===== src/hw/fan_tach_regs.svh =====
/*
  Register offsets, field positions, reset values and timing counts of the
  fan period monitor and chassis intrusion latch.
  Assumes a 50 MHz core clock and byte-wide register access at the offsets below.
*/
`ifndef FAN_TACH_REGS_SVH
`define FAN_TACH_REGS_SVH

`define REG_CONFIG1 8'h00
`define REG_CONFIG2 8'h01
`define REG_DIV_LOW 8'h02
`define REG_DIV_HIGH 8'h03
`define REG_CONFIG3 8'h05
`define REG_STATUS3 8'h22
`define REG_STATUS4 8'h23
`define REG_FAN_VALUE_BASE 8'h38
`define REG_FAN_LIMIT_BASE 8'h60

`define CFG1_MONITOR_BIT 0
`define CFG1_INT_ENABLE_BIT 1
`define CFG3_RELEASE_BIT 1
`define STATUS4_INTRUSION_BIT 6

`define CONFIG_RESET 8'h00
`define DIV_RESET 8'h55
`define LIMIT_RESET 8'hFF
`define COUNT_FULL 8'hFF
`define COUNT_ZERO 8'h00

`define CLK_FREQ_HZ 50000000
`define OSC_FREQ_HZ 22500
`define OSC_DIV (`CLK_FREQ_HZ / `OSC_FREQ_HZ)
`define SPINUP_TIME_MS 1800
`define SPINUP_CYCLES (`SPINUP_TIME_MS * (`CLK_FREQ_HZ / 1000))
`define WORST_CASE_CLOCKS 509
`define WORST_OSC_PERIOD_US 50

`endif


===== src/hw/fan_tach_pkg.sv =====
/*
  Types shared by the fan period monitor modules.
  Assumes the constants of fan_tach_regs.svh.
*/
package fan_tach_pkg;
  typedef logic [7:0] byte_t;
  typedef enum logic [1:0] {MEAS_IDLE, MEAS_INIT, MEAS_RUN} meas_state_t;
  typedef enum logic [1:0] {SEQ_OFF, SEQ_SPINUP, SEQ_START, SEQ_WAIT} seq_state_t;
endpackage


===== src/hw/fan_meas_if.sv =====
/*
  Link between the channel sequencer and the period counter engine.
  Assumes both ends run on core_clk_i.
*/
`timescale 1ns/1ps
`default_nettype none
interface fan_meas_if;
  logic start;
  logic tach;
  logic is_gpio;
  logic osc_tick;
  logic [1:0] div_code;
  logic done;
  fan_tach_pkg::byte_t result;
  modport ctrl (output start, output tach, output is_gpio, output osc_tick,
    output div_code, input done, input result);
  modport engine (input start, input tach, input is_gpio, input osc_tick,
    input div_code, output done, output result);
endinterface
`default_nettype wire


===== src/hw/fan_tach_counter.sv =====
/*
  Period counter for one fan channel at a time: prescaled oscillator
  ticks counted between tach edges, saturating at full scale.
  Assumes start is a one-cycle pulse and the tach level is synchronous.
*/
`timescale 1ns/1ps
`default_nettype none
`include "fan_tach_regs.svh"
module fan_tach_counter (
  input wire logic core_clk_i,
  input wire logic reset_n_i,
  fan_meas_if.engine meas
);
  fan_tach_pkg::meas_state_t state;
  fan_tach_pkg::byte_t count;
  logic [1:0] edges;
  logic tach_q;
  logic [2:0] pre_cnt;
  logic [2:0] pre_mask;
  logic count_tick;
  logic rising;
  logic at_full;

  // Prescaler 1, 2, 4 or 8 ahead of the counter
  assign pre_mask = (meas.div_code == 2'd0) ? 3'd0 :
                    (meas.div_code == 2'd1) ? 3'd1 :
                    (meas.div_code == 2'd2) ? 3'd3 : 3'd7;
  assign count_tick = meas.osc_tick && ((pre_cnt & pre_mask) == pre_mask);
  // GPIO channels see no edges and run to timeout
  assign rising = meas.tach && !tach_q && !meas.is_gpio;
  assign at_full = (count == (`COUNT_FULL - 8'h01));

  always_ff @(posedge core_clk_i) begin
    if (!reset_n_i) begin
      state <= fan_tach_pkg::MEAS_IDLE;
      count <= `COUNT_ZERO;
      edges <= 2'd0;
      tach_q <= 1'b0;
      pre_cnt <= 3'd0;
      meas.done <= 1'b0;
      meas.result <= `COUNT_ZERO;
    end else begin
      tach_q <= meas.tach;
      meas.done <= 1'b0;
      if (meas.osc_tick) begin
        pre_cnt <= pre_cnt + 3'd1;
      end
      unique case (state)
        fan_tach_pkg::MEAS_IDLE: begin
          if (meas.start) begin
            // Counting begins as soon as the channel is selected
            count <= `COUNT_ZERO;
            edges <= 2'd0;
            pre_cnt <= 3'd0;
            tach_q <= meas.tach;
            state <= fan_tach_pkg::MEAS_INIT;
          end
        end
        fan_tach_pkg::MEAS_INIT: begin
          if (rising && edges == 2'd1) begin
            // Second rising edge clears the counter
            count <= `COUNT_ZERO;
            edges <= 2'd0;
            state <= fan_tach_pkg::MEAS_RUN;
          end else begin
            if (rising) begin
              edges <= edges + 2'd1;
            end
            if (count_tick) begin
              count <= count + 8'h01;
              if (at_full) begin
                // Timeout before second edge, saturated result
                meas.result <= `COUNT_FULL;
                meas.done <= 1'b1;
                state <= fan_tach_pkg::MEAS_IDLE;
              end
            end
          end
        end
        fan_tach_pkg::MEAS_RUN: begin
          if (rising && edges == 2'd1) begin
            // Fourth rising edge ends the measurement
            meas.result <= count;
            meas.done <= 1'b1;
            state <= fan_tach_pkg::MEAS_IDLE;
          end else begin
            if (rising) begin
              edges <= edges + 2'd1;
            end
            if (count_tick) begin
              count <= count + 8'h01;
              if (at_full) begin
                // Reaching 255 marks a failed fan
                meas.result <= `COUNT_FULL;
                meas.done <= 1'b1;
                state <= fan_tach_pkg::MEAS_IDLE;
              end
            end
          end
        end
        default: begin
          state <= fan_tach_pkg::MEAS_IDLE;
        end
      endcase
    end
  end
endmodule
`default_nettype wire


===== src/hw/fan_tach_period_and_intrusion.sv =====
/*
  Fan period monitor for eight channels with spin-up delay, underspeed
  status, and a battery-backed chassis intrusion latch, plus its registers.
  Assumes synchronous register strobes and inputs synchronous to core_clk_i.
*/
`timescale 1ns/1ps
`default_nettype none
`include "fan_tach_regs.svh"
module fan_tach_period_and_intrusion #(
  parameter int unsigned OSC_DIV = `OSC_DIV,
  parameter int unsigned SPINUP_CYCLES = `SPINUP_CYCLES
) (
  input wire logic core_clk_i,
  input wire logic reset_n_i,
  input wire logic [7:0] reg_addr_i,
  input wire logic [7:0] reg_wdata_i,
  input wire logic reg_wr_i,
  input wire logic reg_rd_i,
  output logic [7:0] reg_rdata_o,
  output logic reg_rvalid_o,
  input wire logic [7:0] fan_tach_i,
  input wire logic intrusion_input_i,
  input wire logic backup_battery_supply_i,
  input wire logic main_power_good_i,
  output logic monitor_start_o,
  output logic alert_n_o
);
  localparam int unsigned FAN_COUNT = 8;
  localparam int unsigned OSC_W = $clog2(OSC_DIV + 1);
  localparam int unsigned SPIN_W = $clog2(SPINUP_CYCLES + 1);
  localparam logic [OSC_W-1:0] OSC_LAST = OSC_W'(OSC_DIV - 1);
  localparam logic [SPIN_W-1:0] SPIN_LAST = SPIN_W'(SPINUP_CYCLES - 1);

  // Address window check for the eight-register blocks
  function automatic logic in_block(input logic [7:0] addr, input logic [7:0] base);
    in_block = (addr[7:3] == base[7:3]);
  endfunction

  fan_meas_if meas ();

  fan_tach_pkg::byte_t config1;
  fan_tach_pkg::byte_t config2;
  fan_tach_pkg::byte_t div_low;
  fan_tach_pkg::byte_t div_high;
  fan_tach_pkg::byte_t config3;
  fan_tach_pkg::byte_t status3;
  logic under_flag [FAN_COUNT];
  fan_tach_pkg::byte_t fan_value [FAN_COUNT];
  fan_tach_pkg::byte_t fan_limit [FAN_COUNT];
  logic intrusion;
  logic monitor_q;
  fan_tach_pkg::seq_state_t seq;
  logic [2:0] chan;
  logic [SPIN_W-1:0] spin_cnt;
  logic [OSC_W-1:0] osc_cnt;
  logic osc_tick;

  // Write decode
  wire wr_config1 = reg_wr_i && (reg_addr_i == `REG_CONFIG1);
  wire wr_config2 = reg_wr_i && (reg_addr_i == `REG_CONFIG2);
  wire wr_div_low = reg_wr_i && (reg_addr_i == `REG_DIV_LOW);
  wire wr_div_high = reg_wr_i && (reg_addr_i == `REG_DIV_HIGH);
  wire wr_config3 = reg_wr_i && (reg_addr_i == `REG_CONFIG3);
  wire wr_limit = reg_wr_i && in_block(reg_addr_i, `REG_FAN_LIMIT_BASE);
  wire [2:0] reg_slot = reg_addr_i[2:0];

  // Monitoring starts on a rising monitor-enable bit
  wire monitor_on = config1[`CFG1_MONITOR_BIT];
  wire monitor_rise = monitor_on && !monitor_q;
  wire spin_done = (spin_cnt == SPIN_LAST);

  // Per-channel selections
  wire [15:0] div_all = {div_high, div_low};
  wire [1:0] sel_div = div_all[{chan, 1'b0} +: 2];
  wire sel_tach = fan_tach_i[chan];
  wire sel_gpio = config2[chan];

  // Intrusion latch terms
  wire intrusion_set = intrusion_input_i && (backup_battery_supply_i || main_power_good_i);
  wire intrusion_release = config3[`CFG3_RELEASE_BIT] && backup_battery_supply_i;
  wire next_intrusion = intrusion_set || (intrusion && !intrusion_release);

  // Interrupt pin only while enabled and main power is up
  assign status3 = {under_flag[7], under_flag[6], under_flag[5], under_flag[4],
                    under_flag[3], under_flag[2], under_flag[1], under_flag[0]};
  wire alert_cause = intrusion || (|status3);
  wire next_alert_n = !(config1[`CFG1_INT_ENABLE_BIT] && main_power_good_i && alert_cause);

  // Read selection
  wire [7:0] status4 = {1'b0, intrusion, 6'b00_0000};
  wire [7:0] rd_value = (reg_addr_i == `REG_CONFIG1) ? config1 :
                        (reg_addr_i == `REG_CONFIG2) ? config2 :
                        (reg_addr_i == `REG_DIV_LOW) ? div_low :
                        (reg_addr_i == `REG_DIV_HIGH) ? div_high :
                        (reg_addr_i == `REG_CONFIG3) ? config3 :
                        (reg_addr_i == `REG_STATUS3) ? status3 :
                        (reg_addr_i == `REG_STATUS4) ? status4 :
                        in_block(reg_addr_i, `REG_FAN_VALUE_BASE) ? fan_value[reg_slot] :
                        in_block(reg_addr_i, `REG_FAN_LIMIT_BASE) ? fan_limit[reg_slot] :
                        `COUNT_ZERO;

  // Engine connections
  assign meas.start = (seq == fan_tach_pkg::SEQ_START);
  assign meas.tach = sel_tach;
  assign meas.is_gpio = sel_gpio;
  assign meas.osc_tick = osc_tick;
  assign meas.div_code = sel_div;

  fan_tach_counter counter_u (
    .core_clk_i(core_clk_i),
    .reset_n_i(reset_n_i),
    .meas(meas)
  );

  // Configuration registers
  always_ff @(posedge core_clk_i) begin
    if (!reset_n_i) begin
      config1 <= `CONFIG_RESET;
      config2 <= `CONFIG_RESET;
      div_low <= `DIV_RESET;
      div_high <= `DIV_RESET;
      config3 <= `CONFIG_RESET;
      monitor_q <= 1'b0;
    end else begin
      monitor_q <= monitor_on;
      if (wr_config1) begin
        config1 <= reg_wdata_i;
      end
      if (wr_config2) begin
        config2 <= reg_wdata_i;
      end
      if (wr_div_low) begin
        div_low <= reg_wdata_i;
      end
      if (wr_div_high) begin
        div_high <= reg_wdata_i;
      end
      if (wr_config3) begin
        config3 <= reg_wdata_i;
      end
    end
  end

  // Limit registers
  generate
    for (genvar i = 0; i < FAN_COUNT; i++) begin : g_limit
      always_ff @(posedge core_clk_i) begin
        if (!reset_n_i) begin
          fan_limit[i] <= `LIMIT_RESET;
        end else if (wr_limit && reg_slot == 3'(i)) begin
          fan_limit[i] <= reg_wdata_i;
        end
      end
    end
  endgenerate

  // Free-running 22.5 kHz oscillator tick
  always_ff @(posedge core_clk_i) begin
    if (!reset_n_i) begin
      osc_cnt <= '0;
      osc_tick <= 1'b0;
    end else begin
      osc_tick <= (osc_cnt == OSC_LAST);
      if (osc_cnt == OSC_LAST) begin
        osc_cnt <= '0;
      end else begin
        osc_cnt <= osc_cnt + OSC_W'(1);
      end
    end
  end

  // Channel sequencer with spin-up delay
  always_ff @(posedge core_clk_i) begin
    if (!reset_n_i) begin
      seq <= fan_tach_pkg::SEQ_OFF;
      chan <= 3'd0;
      spin_cnt <= '0;
      monitor_start_o <= 1'b0;
    end else begin
      // Shared start pulse for the analog sequence
      monitor_start_o <= monitor_rise;
      if (!monitor_on) begin
        seq <= fan_tach_pkg::SEQ_OFF;
      end else if (monitor_rise) begin
        seq <= fan_tach_pkg::SEQ_SPINUP;
        spin_cnt <= '0;
        chan <= 3'd0;
      end else begin
        unique case (seq)
          fan_tach_pkg::SEQ_OFF: begin
            seq <= fan_tach_pkg::SEQ_OFF;
          end
          fan_tach_pkg::SEQ_SPINUP: begin
            if (spin_done) begin
              seq <= fan_tach_pkg::SEQ_START;
            end else begin
              spin_cnt <= spin_cnt + SPIN_W'(1);
            end
          end
          fan_tach_pkg::SEQ_START: begin
            seq <= fan_tach_pkg::SEQ_WAIT;
          end
          fan_tach_pkg::SEQ_WAIT: begin
            if (meas.done) begin
              // Next channel, wrapping after 7
              chan <= chan + 3'd1;
              seq <= fan_tach_pkg::SEQ_START;
            end
          end
        endcase
      end
    end
  end

  // Fan values and underspeed status
  generate
    for (genvar i = 0; i < FAN_COUNT; i++) begin : g_value
      always_ff @(posedge core_clk_i) begin
        if (!reset_n_i) begin
          fan_value[i] <= `COUNT_ZERO;
          under_flag[i] <= 1'b0;
        end else if (monitor_rise) begin
          fan_value[i] <= `COUNT_ZERO;
        end else if (meas.done && seq == fan_tach_pkg::SEQ_WAIT && chan == 3'(i)) begin
          fan_value[i] <= meas.result;
          under_flag[i] <= (meas.result > fan_limit[i]);
        end
      end
    end
  endgenerate

  // Intrusion latch, set wins over release
  always_ff @(posedge core_clk_i) begin
    if (!reset_n_i) begin
      intrusion <= 1'b0;
    end else begin
      intrusion <= next_intrusion;
    end
  end

  // Interrupt pin
  always_ff @(posedge core_clk_i) begin
    if (!reset_n_i) begin
      alert_n_o <= 1'b1;
    end else begin
      alert_n_o <= next_alert_n;
    end
  end

  // Registered read data
  always_ff @(posedge core_clk_i) begin
    if (!reset_n_i) begin
      reg_rdata_o <= `COUNT_ZERO;
      reg_rvalid_o <= 1'b0;
    end else begin
      reg_rvalid_o <= reg_rd_i;
      if (reg_rd_i) begin
        reg_rdata_o <= rd_value;
      end
    end
  end
endmodule
`default_nettype wire


===== config.mk =====
export PLATFORM = sky130hd
export DESIGN_NAME = fan_tach_period_and_intrusion
export DESIGN_NICKNAME = d
export VERILOG_FILES = /design/src/hw/fan_tach_pkg.sv /design/src/hw/fan_meas_if.sv /design/src/hw/fan_tach_counter.sv /design/src/hw/fan_tach_period_and_intrusion.sv
export VERILOG_INCLUDE_DIRS = /design/src /design/src/hw
export SDC_FILE = /design/constraint.sdc
export NUM_CORES = 1
export LEC_CHECK = 0
export BUFFER_PORTS_ARGS = -buffer_cell sky130_fd_sc_hd__buf_4
export CORE_MARGIN = 2
export CORE_UTILIZATION = 43
export DETAILED_ROUTE_END_ITERATION = 8
export GPL_ROUTABILITY_DRIVEN = 0
export PLACE_DENSITY = 0.69
export RECOVER_POWER = 50
export SKIP_CTS_REPAIR_TIMING = 1
export SLEW_MARGIN = 15
export SYNTH_ARGS = -nofsm -noshare
export SYNTH_HDL_FRONTEND = slang
export SYNTH_SLANG_ARGS = --single-unit

===== constraint.sdc =====
create_clock -name core_clk_i -period 2.9 [get_ports core_clk_i]
set_input_delay 0.145 -clock core_clk_i [delete_from_list [all_inputs] [get_ports core_clk_i]]
set_output_delay 0.145 -clock core_clk_i [all_outputs]
set_load 0.005 [all_outputs]

==> out/summary.log <==
INFO  status         outcome=completed
INFO  worst_setup_path critical_path.cell_chain=or4b_2, or4_4, o2111ai_1, a211oi_1, and4_1, xnor2_1, nor2_1
INFO  cells_and_area areaGrowthSynthToFinish=14.3%
INFO  cells_and_area post_route_cells_drive_above_1_share=14.3%
INFO  worst_setup_path timing.critical_path.arrival=3.04ns
INFO  cells_and_area layout.cells.most_common=edfxtp_1
INFO  worst_setup_path crit_path_start_kind=flip-flop
INFO  drt            topRoutingLayerUsed=met4
INFO  drt            route.detailed.wl_per_inst=20.7µm
INFO  synth          yosys_warnings=0
INFO  sta            finalMaxSlewViolations=0
INFO  global_routing number_of_antenna_violations_at_the_first_check_in_global_routing=0
INFO  worst_setup_path r2r_start=spin_cnt[7]
INFO  hold_path      holdCritPathClass=in2reg
INFO  synth          synth_seq_area_share=47.2%
INFO  synth          yosysUniqueCellTypes=68
INFO  drt            drt_wl_total=37900µm
INFO  synth          ys_ff_latch=259
INFO  drt            antenna_left=0
INFO  floorplanning  core=31600µm²
INFO  drt            firstDrtPassIters=5
INFO  synth          synth_area_leader_cell=edfxtp_1
INFO  worst_setup_path timing.critical_path.fanout_max=9
INFO  sta            final_hold_viol_count=0
INFO  floorplanning  num_rows=65
INFO  pwr            leakage=6.07nW
INFO  cells_and_area antenna_cells_inserted=0
INFO  cells_and_area design.final.nets=1520
INFO  sta            slew_headroom=17.9%
INFO  clock_network  ctsHtreeMaxLevel=1
INFO  place          placed_cells=1765
INFO  clock_network  clk_path_buf_depth=3
INFO  synth          netlist_area=13800µm²
INFO  sta            period_minus_slack=2.65ns
INFO  global_routing grt_pass1_wl=59300µm
INFO  synth          async_flop_share=0%
INFO  cells_and_area postLayoutCoreUtil=50.0%
INFO  worst_setup_path critPathMaxStageDelay=0.68ns
INFO  pwr            vdd_ir_drop_max=0.527mV
INFO  drt            drcViolationCount=0
INFO  sta            unrepaired_setup_endpoints_after_global_routing=no
INFO  sta            setup_slack=0.254ns
INFO  place          place_hpwl=26900µm
INFO  drt            met2WireLength=18100µm
INFO  sta            worst_tran_pin_value=1.23ns
INFO  synth          mean_cell_area_of_the_mapped_netlist=10.3µm²
INFO  worst_setup_path critPathLaunch=spin_cnt[7]
INFO  global_routing grt_use_total=22.8%
INFO  worst_setup_path setup_cp_type=reg2reg
INFO  global_routing grt_max_degree=46
INFO  sta            max_freq=378MHz
INFO  hold_path      hp-start=backup_battery_supply_i
INFO  cells_and_area most-common-layout-cells=edfxtp_1 (135), dfxtp_1 (124), nor2_1 (108), nand2_1 (100), ha_1 (81)
INFO  global_routing overflow=0
INFO  synth          synthesis.nets=1457
INFO  clock_network  cts.reportedPaths.clkPinSlew=0.06ns
INFO  worst_setup_path critical_path_buf_inv_count=0
INFO  pwr            report.power.total=0.00859W
INFO  drt            routed_via_density=5.77
INFO  drt            drt-initial-drc-count=922
INFO  sta            worst_clock_skew=0.0103ns
INFO  cells_and_area final_cell_count_no_fill=1833
INFO  sta            setup_viol=0
INFO  floorplanning  die_h=183µm
INFO  worst_setup_path master_of_the_slowest_instance_on_the_critical_path=or4b_2
INFO  worst_setup_path top_family_by_delay_on_critical_path=simple AND/OR/NAND/NOR gates
INFO  place          numPortBuffers=41
INFO  worst_setup_path critical_path_required=3.30ns
INFO  sta            period_share=91.2%
INFO  place          post-place-ws=0.290ns
INFO  synth          synth.top_cells.by_area=edfxtp_1 (29%), dfxtp_1 (18%), ha_1 (7.3%)
INFO  global_routing grt_pass1_vias=10504
INFO  clock_network  clk-insertion-delay-late=0.56ns
INFO  sta            timing.setup.tns=0ns
INFO  synth          synth_enable_flop_cells=135
INFO  floorplanning  start_util=43.7%
INFO  floorplanning  die_w=183µm
INFO  synth          post_synthesis_cells=1345
INFO  worst_setup_path endpoint_kind=flip-flop
INFO  synth          synth_top_flop_cell=edfxtp_1
INFO  drt            num_vias=10580
INFO  pwr            powerDensity=544nW/µm²
INFO  clock_network  clock_sinks=259
INFO  floorplanning  pin_count=42
INFO  floorplanning  die_area=33600µm²
INFO  run            drv.max_cap_violation_count=0
INFO  clock_network  cts_tree=built
INFO  drt            wl_met3=2230µm
INFO  synth          yosysTopAreaCellShare=29.3%
INFO  drt            wl_met1=16100µm
INFO  clock_network  cts_inserted_buffers=29
INFO  clock_network  clockRootBuffer=clkbuf_16
-- metal layers --
| layer | global-route usage (%) | vias to the layer above |
|---|---|---|
| met1 | 30.2 | 5139 |
| met2 | 38.2 | 383 |
| met3 | 2.78 | 96 |
| met4 | 9.12 | 0 |
| met5 | 0 | - |
| li1 | - | 4962 |
-- sequential cells by signal, summed over array words and instances, names as in the netlist, 2 cells and up --
signal and flops:
counter_u.count 8, config2 8, counter_u.edges 2, chan 3, under_flag 8, osc_cnt 12
config1 8, spin_cnt 27, counter_u.meas.result 8, reg_rdata_o 8, seq 2, fan_value 64
counter_u.state 2, fan_limit 64, config3 8, div_low 8, div_high 8, counter_u.pre_cnt 3
-- cells by family after synthesis --
| family | count (synthesis) | synth area share, % |
|---|---|---|
| adder cells (fa/ha/maj) | 81 | 7.32 |
| AND/OR/NAND/NOR | 535 | 20.2 |
| AO/OA/AOI/OAI | 203 | 9.44 |
| flip-flops | 259 | 47.2 |
| multiplexers | 79 | 8.98 |
| buffers and inverters | 144 | 4.06 |
| XOR/XNOR | 44 | 2.79 |
-- worst reg2reg max path, delay by kind of cell, from the launching register on --
family	cells	cell delay, ns
xor+xnor	1	0.14
compound gates	2	0.51
flops	1	0.36
simple gates	4	1.49
-- final timing paths --
check,end,slack [ns],cells after the start
worst min-delay path,intrusion,0.02,4
worst max register to register,spin_cnt[9],0.25,7
worst max-delay path,spin_cnt[9],0.25,7
worst min register to register,config1[3],0.45,2
-- cell type report --
| cell class | count | area [µm²] |
|---|---|---|
| multi-input combinational | 942 | 6740 |
| inverter | 74 | 278 |
| sequential | 259 | 6540 |
| clock inverter | 21 | 294 |
| fill | 2828 | 15800 |
| clock buffer | 33 | 741 |
| tap | 402 | 503 |
| timing repair buffer | 102 | 717 |
-- cells in the mapped netlist, types with 3 or more instances --
cell type / count
edfxtp_1: 135
dfxtp_1: 124
nor2_1: 108
nand2_1: 100
ha_1: 81
inv_1: 70
a21oi_1: 67
and2_1: 60
nand3_1: 57
clkbuf_1: 52
o21ai_0: 48
mux2i_1: 42
or3_1: 40
mux4_2: 36
or2_2: 34
xnor2_1: 30
nor3_1: 26
nand4_1: 25
nor2b_1: 22
nand2b_1: 18
a21o_1: 16
xor2_1: 14
a31oi_1: 10
and3_1: 10
o221a_2: 9
o22ai_1: 9
buf_1: 8
buf_2: 8
nand3b_1: 7
o211a_1: 7
nor4_1: 6
o21a_1: 6
a211oi_1: 5
a22oi_1: 5
and4_1: 4
nor3b_1: 4
inv_2: 3
-- report_power, final --
group	leakage [nW]	total (W)	internal, W	switching, W
registers	2.32	0.00402	0.00396	0.0000596
logic	3.25	0.000569	0.000218	0.000351
clock network	0.493	0.00401	0.00246	0.00155
-- stage by stage --
stage | hold slack [ns] | instance area, µm²
global placement | 0.437 | 14700
floorplan | 0.239 | 13800
CTS | -0.113 | 15800
global route | 0.0187 | 15800
finish | 0.0198 | 15800
detailed placement | 0.441 | 14700
Note: power is estimated with default switching activity, not from simulation.
